<file path="src/logic/fls_regs.svh">
`ifndef FLS_REGS_SVH
`define FLS_REGS_SVH

// avalon register byte offsets
`define FLS_OFS_CTRL        4'h0
`define FLS_OFS_STATUS      4'h4
// ctrl field positions
`define FLS_CTRL_MODE_LO    0
`define FLS_CTRL_MODE_HI    1
`define FLS_CTRL_OUT_ON     2
`define FLS_CTRL_GATE_EN    3
`define FLS_CTRL_LVL_MODE   4
`define FLS_CTRL_TMO_LO     8
`define FLS_CTRL_TMO_HI     11
// status field positions
`define FLS_STAT_ACTIVE     0
`define FLS_STAT_BUSY       1
`define FLS_STAT_PTR_LO     8
`define FLS_STAT_PTR_HI     15
// reset values
`define FLS_RST_MODE        2'h0
`define FLS_RST_TMO         4'hf
`define FLS_RST_BYTE        8'h00
// flash mode code in the mode field
`define FLS_MODE_FLASH      2'h3
// seven bit bus address of the slave
`define FLS_BUS_ADDR        7'h30
// bits per byte on the serial bus
`define FLS_BYTE_BITS       4'h8
// flash limit: base and step in milliseconds
`define FLS_TMO_BASE_MS     100
`define FLS_TMO_STEP_MS     50
`define FLS_MS_PER_S        1000

`endif

</file>
<file path="src/logic/fls_pkg.sv">
package fls_pkg;
   // serial slave states
   typedef enum logic [4:0] {
      BUS_IDLE = 5'b00001,
      BUS_RX   = 5'b00010,
      BUS_ACK  = 5'b00100,
      BUS_TX   = 5'b01000,
      BUS_RACK = 5'b10000
   } fls_bus_e;
   // flash sequencer states
   typedef enum logic [3:0] {
      FL_IDLE  = 4'b0001,
      FL_ARMED = 4'b0010,
      FL_ON    = 4'b0100,
      FL_DONE  = 4'b1000
   } fls_flash_e;
   typedef logic [7:0] fls_byte_t;
endpackage

</file>
<file path="src/logic/fls_ctrl.sv">
`timescale 1ns/1ps
`include "fls_regs.svh"
// How it works
// - ungated: flash at command, ends at limit
// - gated edge mode: strobe rise starts timed flash
// - gated level mode: pin sets length, limit cuts
// - flash only with mode 11 and output on
// - data fall while clock high is start
// - data rise while clock high is stop
// - data changes only while clock low
// - eight bit bytes plus ninth acknowledge bit
// - ack holds data low whole high phase
// - on read nack slave releases data line
// - all bytes most significant bit first
// - address 0110000, write first byte 60h
// - direction bit one selects read, 61h
// - matching address acked, others ignored
// - byte after write address loads pointer
// - pointer increments after each data byte
// - read starts at last stored pointer
// - slave sends bytes until master nacks
// - repeated start begins new transfer directly
// - works at 100kHz and 400kHz clocks
// - limit code 0..F gives 100..850ms steps 50
module fls_ctrl #(
   parameter int CLK_HZ     = 10000000,
   parameter int MS_CYCLES  = CLK_HZ / `FLS_MS_PER_S,
   parameter int CNT_W      = 24,
   parameter int BANK_DEPTH = 16
) (
   input  wire logic              REF_CLK_I,
   input  wire logic              SYS_RST_I,
   // avalon-mm slave
   input  wire logic [3:0]        AVS_ADDRESS_I,
   input  wire logic              AVS_READ_I,
   input  wire logic              AVS_WRITE_I,
   input  wire logic [31:0]       AVS_WRITEDATA_I,
   output logic      [31:0]       AVS_READDATA_O,
   output logic                   AVS_WAITREQUEST_O,
   // serial bus pins, open drain
   input  wire logic              SERIAL_CLOCK_LINE_I,
   output logic                   SERIAL_CLOCK_LINE_O,
   output logic                   SERIAL_CLOCK_LINE_OE_O,
   input  wire logic              SERIAL_DATA_LINE_I,
   output logic                   SERIAL_DATA_LINE_O,
   output logic                   SERIAL_DATA_LINE_OE_O,
   // flash trigger pin, flash output and register pointer
   input  wire logic              STROBE_I,
   output logic                   FLASH_ACTIVE_O,
   output fls_pkg::fls_byte_t     POINTER_O
);
   import fls_pkg::*;

   localparam int IDX_W = $clog2(BANK_DEPTH);

   // wraps the register pointer into the bank
   function automatic logic [IDX_W-1:0] bank_idx(input fls_byte_t p);
      bank_idx = p[IDX_W-1:0];
   endfunction

   // cycles of the flash limit for a four bit code
   function automatic logic [CNT_W-1:0] limit_cycles(input logic [3:0] c);
      int ms;
      ms = `FLS_TMO_BASE_MS + int'(c) * `FLS_TMO_STEP_MS;
      limit_cycles = CNT_W'(ms * MS_CYCLES);
   endfunction

   logic       [1:0]       mode_reg;
   logic                   out_on_reg;
   logic                   gate_en_reg;
   logic                   lvl_mode_reg;
   logic       [3:0]       tmo_reg;
   logic                   ack_reg;
   logic       [31:0]      rdata_reg;
   logic                   scl_m, scl_s, scl_d;
   logic                   sda_m, sda_s, sda_d;
   logic                   stb_m, stb_s, stb_d;
   logic                   scl_rise, scl_fall, bus_start, bus_stop;
   logic                   stb_rise;
   fls_bus_e               bus_reg;
   logic       [3:0]       bit_cnt_reg;
   fls_byte_t              shift_reg;
   fls_byte_t              ptr_reg;
   logic                   first_reg;
   logic                   ptr_phase_reg;
   logic                   rd_reg;
   logic                   oe_reg;
   fls_byte_t              bank [BANK_DEPTH];
   logic                   bank_we;
   fls_flash_e             fl_reg;
   logic       [CNT_W-1:0] cnt_reg;
   logic                   flash_sel, flash_sel_d;
   logic                   limit_hit;
   logic                   avs_req, avs_take;
   logic       [31:0]      status_word;

   // avalon: one wait cycle, then the request is taken
   assign avs_req           = AVS_READ_I | AVS_WRITE_I;
   assign AVS_WAITREQUEST_O = avs_req & ~ack_reg;
   assign avs_take          = avs_req & ack_reg;
   assign AVS_READDATA_O    = rdata_reg;

   always_ff @(posedge REF_CLK_I) begin
      if (SYS_RST_I) begin
         ack_reg <= 1'b0;
      end else begin
         ack_reg <= avs_req & ~ack_reg;
      end
   end

   // status word reflects the sequencer and the bus slave
   always_comb begin
      status_word = 32'h0;
      status_word[`FLS_STAT_ACTIVE] = (fl_reg == FL_ON);
      status_word[`FLS_STAT_BUSY]   = (bus_reg != BUS_IDLE);
      status_word[`FLS_STAT_PTR_HI:`FLS_STAT_PTR_LO] = ptr_reg;
   end

   // read data is latched in the wait cycle
   always_ff @(posedge REF_CLK_I) begin
      if (SYS_RST_I) begin
         rdata_reg <= 32'h0;
      end else if (AVS_READ_I && !ack_reg) begin
         case (AVS_ADDRESS_I)
            `FLS_OFS_CTRL: begin
               rdata_reg <= 32'h0;
               rdata_reg[`FLS_CTRL_MODE_HI:`FLS_CTRL_MODE_LO] <= mode_reg;
               rdata_reg[`FLS_CTRL_OUT_ON]   <= out_on_reg;
               rdata_reg[`FLS_CTRL_GATE_EN]  <= gate_en_reg;
               rdata_reg[`FLS_CTRL_LVL_MODE] <= lvl_mode_reg;
               rdata_reg[`FLS_CTRL_TMO_HI:`FLS_CTRL_TMO_LO] <= tmo_reg;
            end
            `FLS_OFS_STATUS: begin
               rdata_reg <= status_word;
            end
            default: begin
               rdata_reg <= 32'h0; // unmapped reads as zero
            end
         endcase
      end
   end

   // control register write
   always_ff @(posedge REF_CLK_I) begin
      if (SYS_RST_I) begin
         mode_reg     <= `FLS_RST_MODE;
         out_on_reg   <= 1'b0;
         gate_en_reg  <= 1'b0;
         lvl_mode_reg <= 1'b0;
         tmo_reg      <= `FLS_RST_TMO;
      end else if (avs_take && AVS_WRITE_I
                   && AVS_ADDRESS_I == `FLS_OFS_CTRL) begin
         mode_reg <= AVS_WRITEDATA_I[`FLS_CTRL_MODE_HI:`FLS_CTRL_MODE_LO];
         out_on_reg   <= AVS_WRITEDATA_I[`FLS_CTRL_OUT_ON];
         gate_en_reg  <= AVS_WRITEDATA_I[`FLS_CTRL_GATE_EN];
         lvl_mode_reg <= AVS_WRITEDATA_I[`FLS_CTRL_LVL_MODE];
         tmo_reg <= AVS_WRITEDATA_I[`FLS_CTRL_TMO_HI:`FLS_CTRL_TMO_LO];
      end
   end

   // pin synchronisers; third stage only for edge detection
   always_ff @(posedge REF_CLK_I) begin
      if (SYS_RST_I) begin
         {scl_m, scl_s, scl_d} <= 3'h7;
         {sda_m, sda_s, sda_d} <= 3'h7;
         {stb_m, stb_s, stb_d} <= 3'h0;
      end else begin
         {scl_m, scl_s, scl_d} <= {SERIAL_CLOCK_LINE_I, scl_m, scl_s};
         {sda_m, sda_s, sda_d} <= {SERIAL_DATA_LINE_I, sda_m, sda_s};
         {stb_m, stb_s, stb_d} <= {STROBE_I, stb_m, stb_s};
      end
   end

   // bus events; data edges while clock high are conditions
   assign scl_rise  = scl_s & ~scl_d;
   assign scl_fall  = ~scl_s & scl_d;
   assign bus_start = scl_s & scl_d & sda_d & ~sda_s;
   assign bus_stop  = scl_s & scl_d & ~sda_d & sda_s;
   assign stb_rise  = stb_s & ~stb_d;

   // serial slave: sample on clock rise, drive after clock fall
   always_ff @(posedge REF_CLK_I) begin
      if (SYS_RST_I) begin
         bus_reg       <= BUS_IDLE;
         bit_cnt_reg   <= 4'h0;
         shift_reg     <= `FLS_RST_BYTE;
         ptr_reg       <= `FLS_RST_BYTE;
         first_reg     <= 1'b0;
         ptr_phase_reg <= 1'b0;
         rd_reg        <= 1'b0;
         oe_reg        <= 1'b0;
      end else if (bus_stop) begin
         bus_reg <= BUS_IDLE;
         oe_reg  <= 1'b0;
      end else if (bus_start) begin
         bus_reg     <= BUS_RX;
         bit_cnt_reg <= 4'h0;
         first_reg   <= 1'b1;
         oe_reg      <= 1'b0;
      end else begin
         case (bus_reg)
            BUS_RX: begin
               if (scl_rise) begin
                  shift_reg   <= {shift_reg[6:0], sda_s};
                  bit_cnt_reg <= bit_cnt_reg + 4'h1;
               end else if (scl_fall && bit_cnt_reg == `FLS_BYTE_BITS) begin
                  if (first_reg) begin
                     if (shift_reg[7:1] == `FLS_BUS_ADDR) begin
                        rd_reg        <= shift_reg[0];
                        ptr_phase_reg <= ~shift_reg[0];
                        oe_reg        <= 1'b1;
                        bus_reg       <= BUS_ACK;
                     end else begin
                        bus_reg <= BUS_IDLE;
                     end
                  end else begin
                     if (ptr_phase_reg) begin
                        ptr_reg <= shift_reg;
                     end else begin
                        ptr_reg <= ptr_reg + 8'h1;
                     end
                     ptr_phase_reg <= 1'b0;
                     oe_reg        <= 1'b1;
                     bus_reg       <= BUS_ACK;
                  end
                  first_reg <= 1'b0;
               end
            end
            BUS_ACK: begin
               // ack held from one clock fall to the next
               if (scl_fall) begin
                  bit_cnt_reg <= 4'h0;
                  if (rd_reg) begin
                     shift_reg <= bank[bank_idx(ptr_reg)];
                     ptr_reg   <= ptr_reg + 8'h1;
                     oe_reg    <= ~bank[bank_idx(ptr_reg)][7];
                     bus_reg   <= BUS_TX;
                  end else begin
                     oe_reg  <= 1'b0;
                     bus_reg <= BUS_RX;
                  end
               end
            end
            BUS_TX: begin
               if (scl_rise) begin
                  bit_cnt_reg <= bit_cnt_reg + 4'h1;
               end else if (scl_fall) begin
                  if (bit_cnt_reg == `FLS_BYTE_BITS) begin
                     oe_reg  <= 1'b0;
                     bus_reg <= BUS_RACK;
                  end else begin
                     shift_reg <= {shift_reg[6:0], 1'b0};
                     oe_reg    <= ~shift_reg[6];
                  end
               end
            end
            BUS_RACK: begin
               if (scl_rise) begin
                  first_reg <= ~sda_s; // master ack seen
                  if (sda_s) begin
                     bus_reg <= BUS_IDLE;
                  end
               end else if (scl_fall && first_reg) begin
                  first_reg   <= 1'b0;
                  bit_cnt_reg <= 4'h0;
                  shift_reg   <= bank[bank_idx(ptr_reg)];
                  ptr_reg     <= ptr_reg + 8'h1;
                  oe_reg      <= ~bank[bank_idx(ptr_reg)][7];
                  bus_reg     <= BUS_TX;
               end
            end
            default: begin
               bus_reg <= BUS_IDLE; // idle also parks here
               oe_reg  <= 1'b0;
            end
         endcase
      end
   end

   // data byte written at the ack decision of a write transfer
   assign bank_we = (bus_reg == BUS_RX) && scl_fall && !bus_stop
                    && !bus_start && bit_cnt_reg == `FLS_BYTE_BITS
                    && !first_reg && !ptr_phase_reg;

   // register bank storage
   always_ff @(posedge REF_CLK_I) begin
      if (SYS_RST_I) begin
         for (int i = 0; i < BANK_DEPTH; i++) begin
            bank[i] <= `FLS_RST_BYTE;
         end
      end else if (bank_we) begin
         bank[bank_idx(ptr_reg)] <= shift_reg;
      end
   end

   // open drain: only ever pull low; clock line never driven
   assign SERIAL_DATA_LINE_O     = 1'b0;
   assign SERIAL_DATA_LINE_OE_O  = oe_reg;
   assign SERIAL_CLOCK_LINE_O    = 1'b0;
   assign SERIAL_CLOCK_LINE_OE_O = 1'b0;
   assign POINTER_O              = ptr_reg;

   // flash is selected only by mode 11 with output on
   assign flash_sel = (mode_reg == `FLS_MODE_FLASH) && out_on_reg;
   assign limit_hit = (cnt_reg >= limit_cycles(tmo_reg) - CNT_W'(1));

   // flash sequencer with the limit timer
   always_ff @(posedge REF_CLK_I) begin
      if (SYS_RST_I) begin
         fl_reg  <= FL_IDLE;
         cnt_reg <= '0;
      end else if (!flash_sel) begin
         fl_reg  <= FL_IDLE;
         cnt_reg <= '0;
      end else begin
         case (fl_reg)
            FL_IDLE: begin
               cnt_reg <= '0;
               if (gate_en_reg) begin
                  fl_reg <= FL_ARMED;
               end else if (!flash_sel_d) begin
                  fl_reg <= FL_ON;
               end
            end
            FL_ARMED: begin
               cnt_reg <= '0;
               if (!gate_en_reg) begin
                  fl_reg <= FL_DONE;
               end else if (lvl_mode_reg ? stb_s : stb_rise) begin
                  fl_reg <= FL_ON;
               end
            end
            FL_ON: begin
               cnt_reg <= cnt_reg + CNT_W'(1);
               if (limit_hit) begin
                  fl_reg <= FL_DONE;
               end else if (gate_en_reg && lvl_mode_reg && !stb_s) begin
                  fl_reg <= FL_ARMED;
               end
            end
            FL_DONE: begin
               cnt_reg <= '0;
               // gated modes re-arm once the pin is low again
               if (gate_en_reg && !stb_s) begin
                  fl_reg <= FL_ARMED;
               end
            end
            default: begin
               fl_reg <= FL_IDLE;
            end
         endcase
      end
   end

   // flash output and last selection, both from flops
   always_ff @(posedge REF_CLK_I) begin
      if (SYS_RST_I) begin
         flash_sel_d    <= 1'b0;
         FLASH_ACTIVE_O <= 1'b0;
      end else begin
         flash_sel_d    <= flash_sel;
         FLASH_ACTIVE_O <= (fl_reg == FL_ON) && flash_sel;
      end
   end
endmodule

</file>
<file path="config.mk">
export PLATFORM = sky130hd
export DESIGN_NAME = fls_ctrl
export DESIGN_NICKNAME = d
export VERILOG_FILES = /design/src/logic/fls_pkg.sv /design/src/logic/fls_ctrl.sv
export VERILOG_INCLUDE_DIRS = /design/src /design/src/logic
export SDC_FILE = /design/constraint.sdc
export NUM_CORES = 1
export LEC_CHECK = 0
export BUFFER_PORTS_ARGS = -buffer_cell sky130_fd_sc_hd__buf_4
export CAP_MARGIN = 25
export CORE_MARGIN = 2
export CORE_UTILIZATION = 40
export CTS_BUF_LIST = sky130_fd_sc_hd__clkbuf_8
export CTS_CLUSTER_DIAMETER = 40
export DETAILED_ROUTE_END_ITERATION = 8
export SYNTH_ARGS = -nofsm -noshare
export SYNTH_HDL_FRONTEND = slang
export SYNTH_SLANG_ARGS = --single-unit
</file>
<file path="constraint.sdc">
create_clock -name REF_CLK_I -period 9.8 [get_ports REF_CLK_I]
set_input_delay 0.49 -clock REF_CLK_I [delete_from_list [all_inputs] [get_ports REF_CLK_I]]
set_output_delay 0.49 -clock REF_CLK_I [all_outputs]
set_load 0.01 [all_outputs]
</file>
## Word level (Yosys, flattened, before mapping)

Memory sizes are Yosys's and may differ from the RTL's. A register that Yosys moved wholly into a read port is not among the register bits.
Cells that the tools add are included.
W data, S select, Z words.

| operators by class | value |
|---|---|
| add/subtract/negate cells | 5 |
| multipliers | 2 |
| bitwise gates (word level) | 24 |
| $lt $le $gt $ge | 1 |
| reductions and logical operators | 44 |
| equality and inequality tests | 44 |
| muxes and demuxes | 79 |

Operator list:

| operator | number |
|---|---|
| $mux W8 | 17 |
| $mux W4 | 16 |
| $mux W5 | 10 |
| $pmux W24 S2 | 1 |
| $ne A3 B3 Y1 const B | 13 |
| $pmux W16 S2 | 1 |
| $pmux W8 S4 | 1 |
| $ne A2 B2 Y1 const B | 13 |
| $mux W1 | 25 |
| $add A24 B1 Y24 const B | 1 |
| $ge A24 B24 Y1 | 1 |
| $pmux W8 S3 | 1 |
| $reduce_and A8 Y1 | 3 |
| $sub A24 B1 Y24 const B | 1 |
| $mul A11 B10 Y20 const B | 1 |
| $pmux W5 S4 | 1 |
| $logic_and A1 B1 Y1 | 16 |
| $pmux W4 S4 | 1 |
| $not A1 Y1 | 13 |
| $pmux W4 S3 | 1 |
| $reduce_and A6 Y1 | 2 |
| $add A7 B10 Y11 const A | 1 |
| $reduce_and A11 Y1 | 1 |
| $and A1 B1 Y1 | 10 |
| other kinds (35) | 48 |

| storage, ports and cells | value |
|---|---|
| flip-flop bits (word level) | 110 |
| memories | 1 |
| RAM bits | 128 |
| logic and storage cells | 229 |

Memory list:

| memory | depth | width | rd ports | clocked after Yosys merged registers in | wr ports | line | text |
|---|---|---|---|---|---|---|---|
| bank | 16 | 8 | 1 | 1 | 16 | fls_ctrl.sv:88 | `fls_byte_t bank [BANK_DEPTH];` |

## Depth between registers and ports, before layout

| depth | value |
|---|---|
| depth after elaboration | 14 |
| gate-level depth with buffers | 33 |
| depth with buffers taken out | 33 |

## Worst setup path after synthesis

Ideal clock, no wire load.

| timing path | value |
|---|---|
| kind | reg-to-reg |
| start point | reg tmo_reg[0] |
| end point | reg fl_reg[1] |
| buffers on the path | 0 |
| library setup time | 0.086 ns |
| slack | 2.467 ns |
| stages on the path, launching flop included | 32 |
| arrival time | 7.247 ns |
| data required time | 9.714 ns |
| period minus slack after synthesis | 7.333 ns |
| cells stage by stage | dfxtp_1 > inv_1 > ha_1 > inv_1 > ha_1 > ha_1 > a21oi_1 > xnor2_1 > o21ai_0 > xor2_1 > inv_1 > fa_1 > inv_1 > ha_1 > inv_1 > fa_1 > inv_1 > ha_1 > ha_1 > ha_1 > a21oi_1 > inv_1 > o31ai_1 > nand3_1 > nor2_1 > xnor2_1 > ha_1 > a21o_1 > a21o_1 > a221o_1 > or4_1 > a211oi_1 |

| between the ends | value |
|---|---|
| word-level cells in the longest chain between the ends | 7 |

RTL lines:

| element | line | text |
|---|---|---|
| start: declaration | fls_ctrl.sv:72 | `logic [3:0] tmo_reg;` |
| start signal: assignment | fls_ctrl.sv:150 | `` tmo_reg <= `FLS_RST_TMO; `` |
| start signal: assignment | fls_ctrl.sv:157 | `` tmo_reg <= AVS_WRITEDATA_I[`FLS_CTRL_TMO_HI:`FLS_CTRL_TMO_LO]; `` |
| $mul A4 B5 Y9 (no line) (*) | n/a |  |
| $add A7 B10 Y11 (no line) (*) | n/a |  |
| $mul A11 B10 Y20 (*) | fls_ctrl.sv:65 | `limit_cycles = CNT_W'(ms * MS_CYCLES);` |
| $sub A24 B1 Y24 (*) | fls_ctrl.sv:305 | `assign limit_hit = (cnt_reg >= limit_cycles(tmo_reg) - CNT_W'(1));` |
| $ge A24 B24 Y1 (*) | fls_ctrl.sv:305 |  |
| $ne A3 B2 Y1 (no line) or $mux W4 (tied branches) | n/a |  |
| $reduce_and A4 Y1 (no line) or $pmux W4 S4 (tied branches) | n/a |  |
| end signal: assignment | fls_ctrl.sv:310 | `fl_reg <= FL_IDLE;` |
| end signal: assignment | fls_ctrl.sv:313 | `fl_reg <= FL_IDLE;` |
| end signal: assignment | fls_ctrl.sv:320 | `fl_reg <= FL_ARMED;` |
| end: declaration | fls_ctrl.sv:90 | `fls_flash_e fl_reg;` |

Mark *: on every way between the ends. The rest lies on a longest branch, timed or not.
A chain may end at the register's enable or synchronous reset.

## Worst setup path in the final report

Ends and elaborated chain as after synthesis.

==> flow_metrics.tcl <==
set metrics [dict create \
    ff2ff_path_depth 31 \
    cap_viol_max_count 0 \
    ys_async_sr_fraction_pct 0 \
    nFillCells 3075 \
    crit_arrival_ps 8870 \
    rrSetupSlack_ps 1380 \
    syn_inst 1230 \
    grt_max_degree 73 \
    rsz0062_at_grt "false" \
    cts_tree "done" \
    synth-edff-count 128 \
    clkSinkCount 223 \
    nets 1409 \
    synth_flop_cell "edfxtp_1" \
    coreArea_um2 32500 \
    finalHoldViolCount 0 \
    p_total_mw 2.46 \
    htreeDepth 2 \
    synth_top_cell_by_area "edfxtp_1" \
    dpl.hpwl_mm 20.9 \
    synth-seq-area-share_pct 43.4 \
    min_delay_path_depth 2 \
    cts_buffers 41 \
    cp-end-kind "register" \
    netlist_top_cells_area "edfxtp_1 (29%), dfxtp_1 (14%), ha_1 (8.3%)" \
    seqPwrFrac_pct 41.4 \
    gp_congestion 0.859 \
    final_max_slew_viol_count 0 \
    syn_avg_cell_area_um2 10.8 \
    finalNonFillerCells 1738 \
    synth_top_area_share_pct 29.0 \
    finalSetupTns_ps 0 \
    cp-start-kind "register" \
    p_sw_mw 0.739 \
    gr-total-overflow 0 \
    seq_area_um2 5750 \
    wl_per_cell_um 17.4 \
    grt_use_total_pct 17.9 \
    io_pins 89 \
    drive_gt1_share_pct 15.5 \
    powerDensity_nw_per_um2 168 \
    combPwrFrac_pct 23.3 \
    largest_reg_flops 128 \
    num_antenna_cells 0 \
    cts-resized-gates 0 \
    ys_types 81 \
    drtPass1Iterations 5 \
    finalSetupViolCount 0 \
    required_ps 10250 \
    drcViolationCount 0 \
    syn_to_final_growth_pct 10.5 \
    r2r_start "tmo_reg[0]" \
    max_stage_delay_ps 610 \
    start_util_pct 40.7 \
    insertion_delay_ps 550 \
    crit_type "register to register" \
    clockRootBuffer "clkbuf_8" \
    netlist_area_um2 13200 \
    path_max_fanout 10 \
    io_buffers 43 \
    grt_pass1_vias 8923 \
    worst_r2r_endpoint "fl_reg[1]" \
    tightest_slew_ps 1030 \
    die_h_um 186 \
    num_rows 66 \
    worst_path_most_repeated_cell "ha_1" \
    critical-path-top-delay-family "adder cells" \
    placed_cells 1663 \
    die_w_um 186 \
    p_sw_share_pct 30.0 \
    crit_path_top_delay_cell "dfxtp_1" \
    cts-hold-fix-buffers 0 \
    via_count 9025 \
    path_clk_slew_ps 60 \
    cts_buffer_depth 3 \
    slew_headroom_pct 31.2 \
    grt_pass1_wl_mm 48.4 \
    cts_setup_buffers 0 \
    multi_input_area_um2 6900 \
    fmax_mhz 119 \
    drt_wl_total_mm 30.3 \
    grt_antenna_before_repair 0 \
    synth_seq_cells 223 \
    fin_skew_ps 37.3 \
    p_clk_share_pct 35.4 \
    min_period_ps 8420 \
    holdPathEnd "scl_m" \
    drt_iter0_drc 519 \
    ir_worst_vdd_uv 164 \
    worst-path-buf-inv 7 \
    dieArea_um2 34600 \
    via_per_inst 5.19 \
    worstHoldStart "SERIAL_CLOCK_LINE_I" \
    p_int_mw 1.72 \
    yosys_warnings 0 \
    status "completed" \
    p_leak_nw 5.79 \
    ant_nets 0 \
    hold_class "primary input to register" \
    finalCritPeriodShare_pct 85.9 \
]
[metal layers]
layer | wire [um] | track usage [%] | vias to the layer above
met2 | 14800 | 30.0 | 146
li1 | - | - | 4434
met4 | 675 | 5.35 | 0
met3 | 1260 | 3.23 | 45
met1 | 13600 | 23.5 | 4400
met5 | 0 | 0 | -
[metrics by stage]
step,hold WS (ps),utilization (%),worst slack [ps],instance area (um^2)
after floorplan,389,-,2470,13300
after global placement,391,42.5,1460,13800
after detailed placement,396,42.5,1430,13800
after CTS,98.0,44.9,1360,14600
after global routing,104,44.9,789,14600
final,128,44.9,1380,14600
[power groups by stage]
stage                     logic [mW]  clock network [mW]  registers [mW]
after global routing           0.665               0.938            1.02
after detailed placement       0.575                   0            1.04
after floorplan                0.458                   0            1.03
after CTS                      0.581               0.891            1.02
final                          0.573               0.871            1.02
after global placement         0.566                   0            1.04
[worst max path at each step]
stage                     startpoint   endpoint  slack [ps]  depth (start not counted)
after global placement    tmo_reg[0]  fl_reg[1]        1460                         30
after detailed placement  tmo_reg[0]  fl_reg[1]        1430                         31
after global routing      tmo_reg[0]  fl_reg[1]         790                         31
final                     tmo_reg[0]  fl_reg[1]        1380                         31
after CTS                 tmo_reg[0]  fl_reg[1]        1360                         31
after floorplan           tmo_reg[0]  fl_reg[1]        2470                         31
[layout by cell type, fill, tap and decap left out, drive strengths merged, types with 4 or more instances in the layout]
cell,instances
edfxtp,128
and2,119
dfxtp,95
nor2,91
ha,88
inv,84
nand2,68
a21oi,53
buf,48
clkbuf,44
mux4,40
nor3,37
nand3,36
xnor2,33
xor2,32
o21ai,32
or2,23
conb,22
a21o,16
mux2i,14
and3,14
fa,14
nor4,13
nand4,12
clkinv,12
nor2b,11
nand2b,11
a221oi,9
nand3b,7
mux2,7
or3,7
nor3b,5
o21a,4
a31oi,4
a2bb2oi,4
a311oi,4
a211oi,4
o311ai,4
nor4b,4
[cell type report]
type	instances	share of cell area, %
well taps	442	3.78
clock inverters	31	1.33
multi-input cells	881	47.2
inverters	69	1.77
repair buffers	48	2.46
flip-flops and latches	223	39.3
clock buffers	44	4.14
[logic make-up (layout without fill, tap and decap cells)]
family	after synthesis	in the layout	synth area share (%)
DFF	223	223	43.4
xor gates and xnor gates	65	65	4.36
AOI/OAI and AO/OA	163	163	8.03
muxes	61	61	8.69
other	1	22	0.0283
adders and majority gates	103	103	10.5
buffers and inverters	147	192	5.10
and+or+nand+nor	467	467	19.9
[synth_stat cells, types with 5 or more instances]
cell type	count
nand3b_1	7
mux2i_1	14
xnor2_1	33
or3_1	7
clkbuf_1	36
o21ai_0	31
fa_1	14
a21o_1	16
edfxtp_1	128
buf_4	24
nand2_1	63
nor3_1	32
nand4_1	12
a221oi_1	9
dfxtp_1	95
and2_1	119
buf_2	12
and3_1	14
or2_2	23
nor4_1	13
mux4_1	8
nor2_1	77
nor2b_1	11
a21oi_1	52
mux2_2	7
nor2_2	14
nand2b_1	11
nand3_1	35
xor2_1	31
mux4_2	32
ha_1	88
nor3b_1	5
inv_1	68
(Power assumes the default switching activity.)
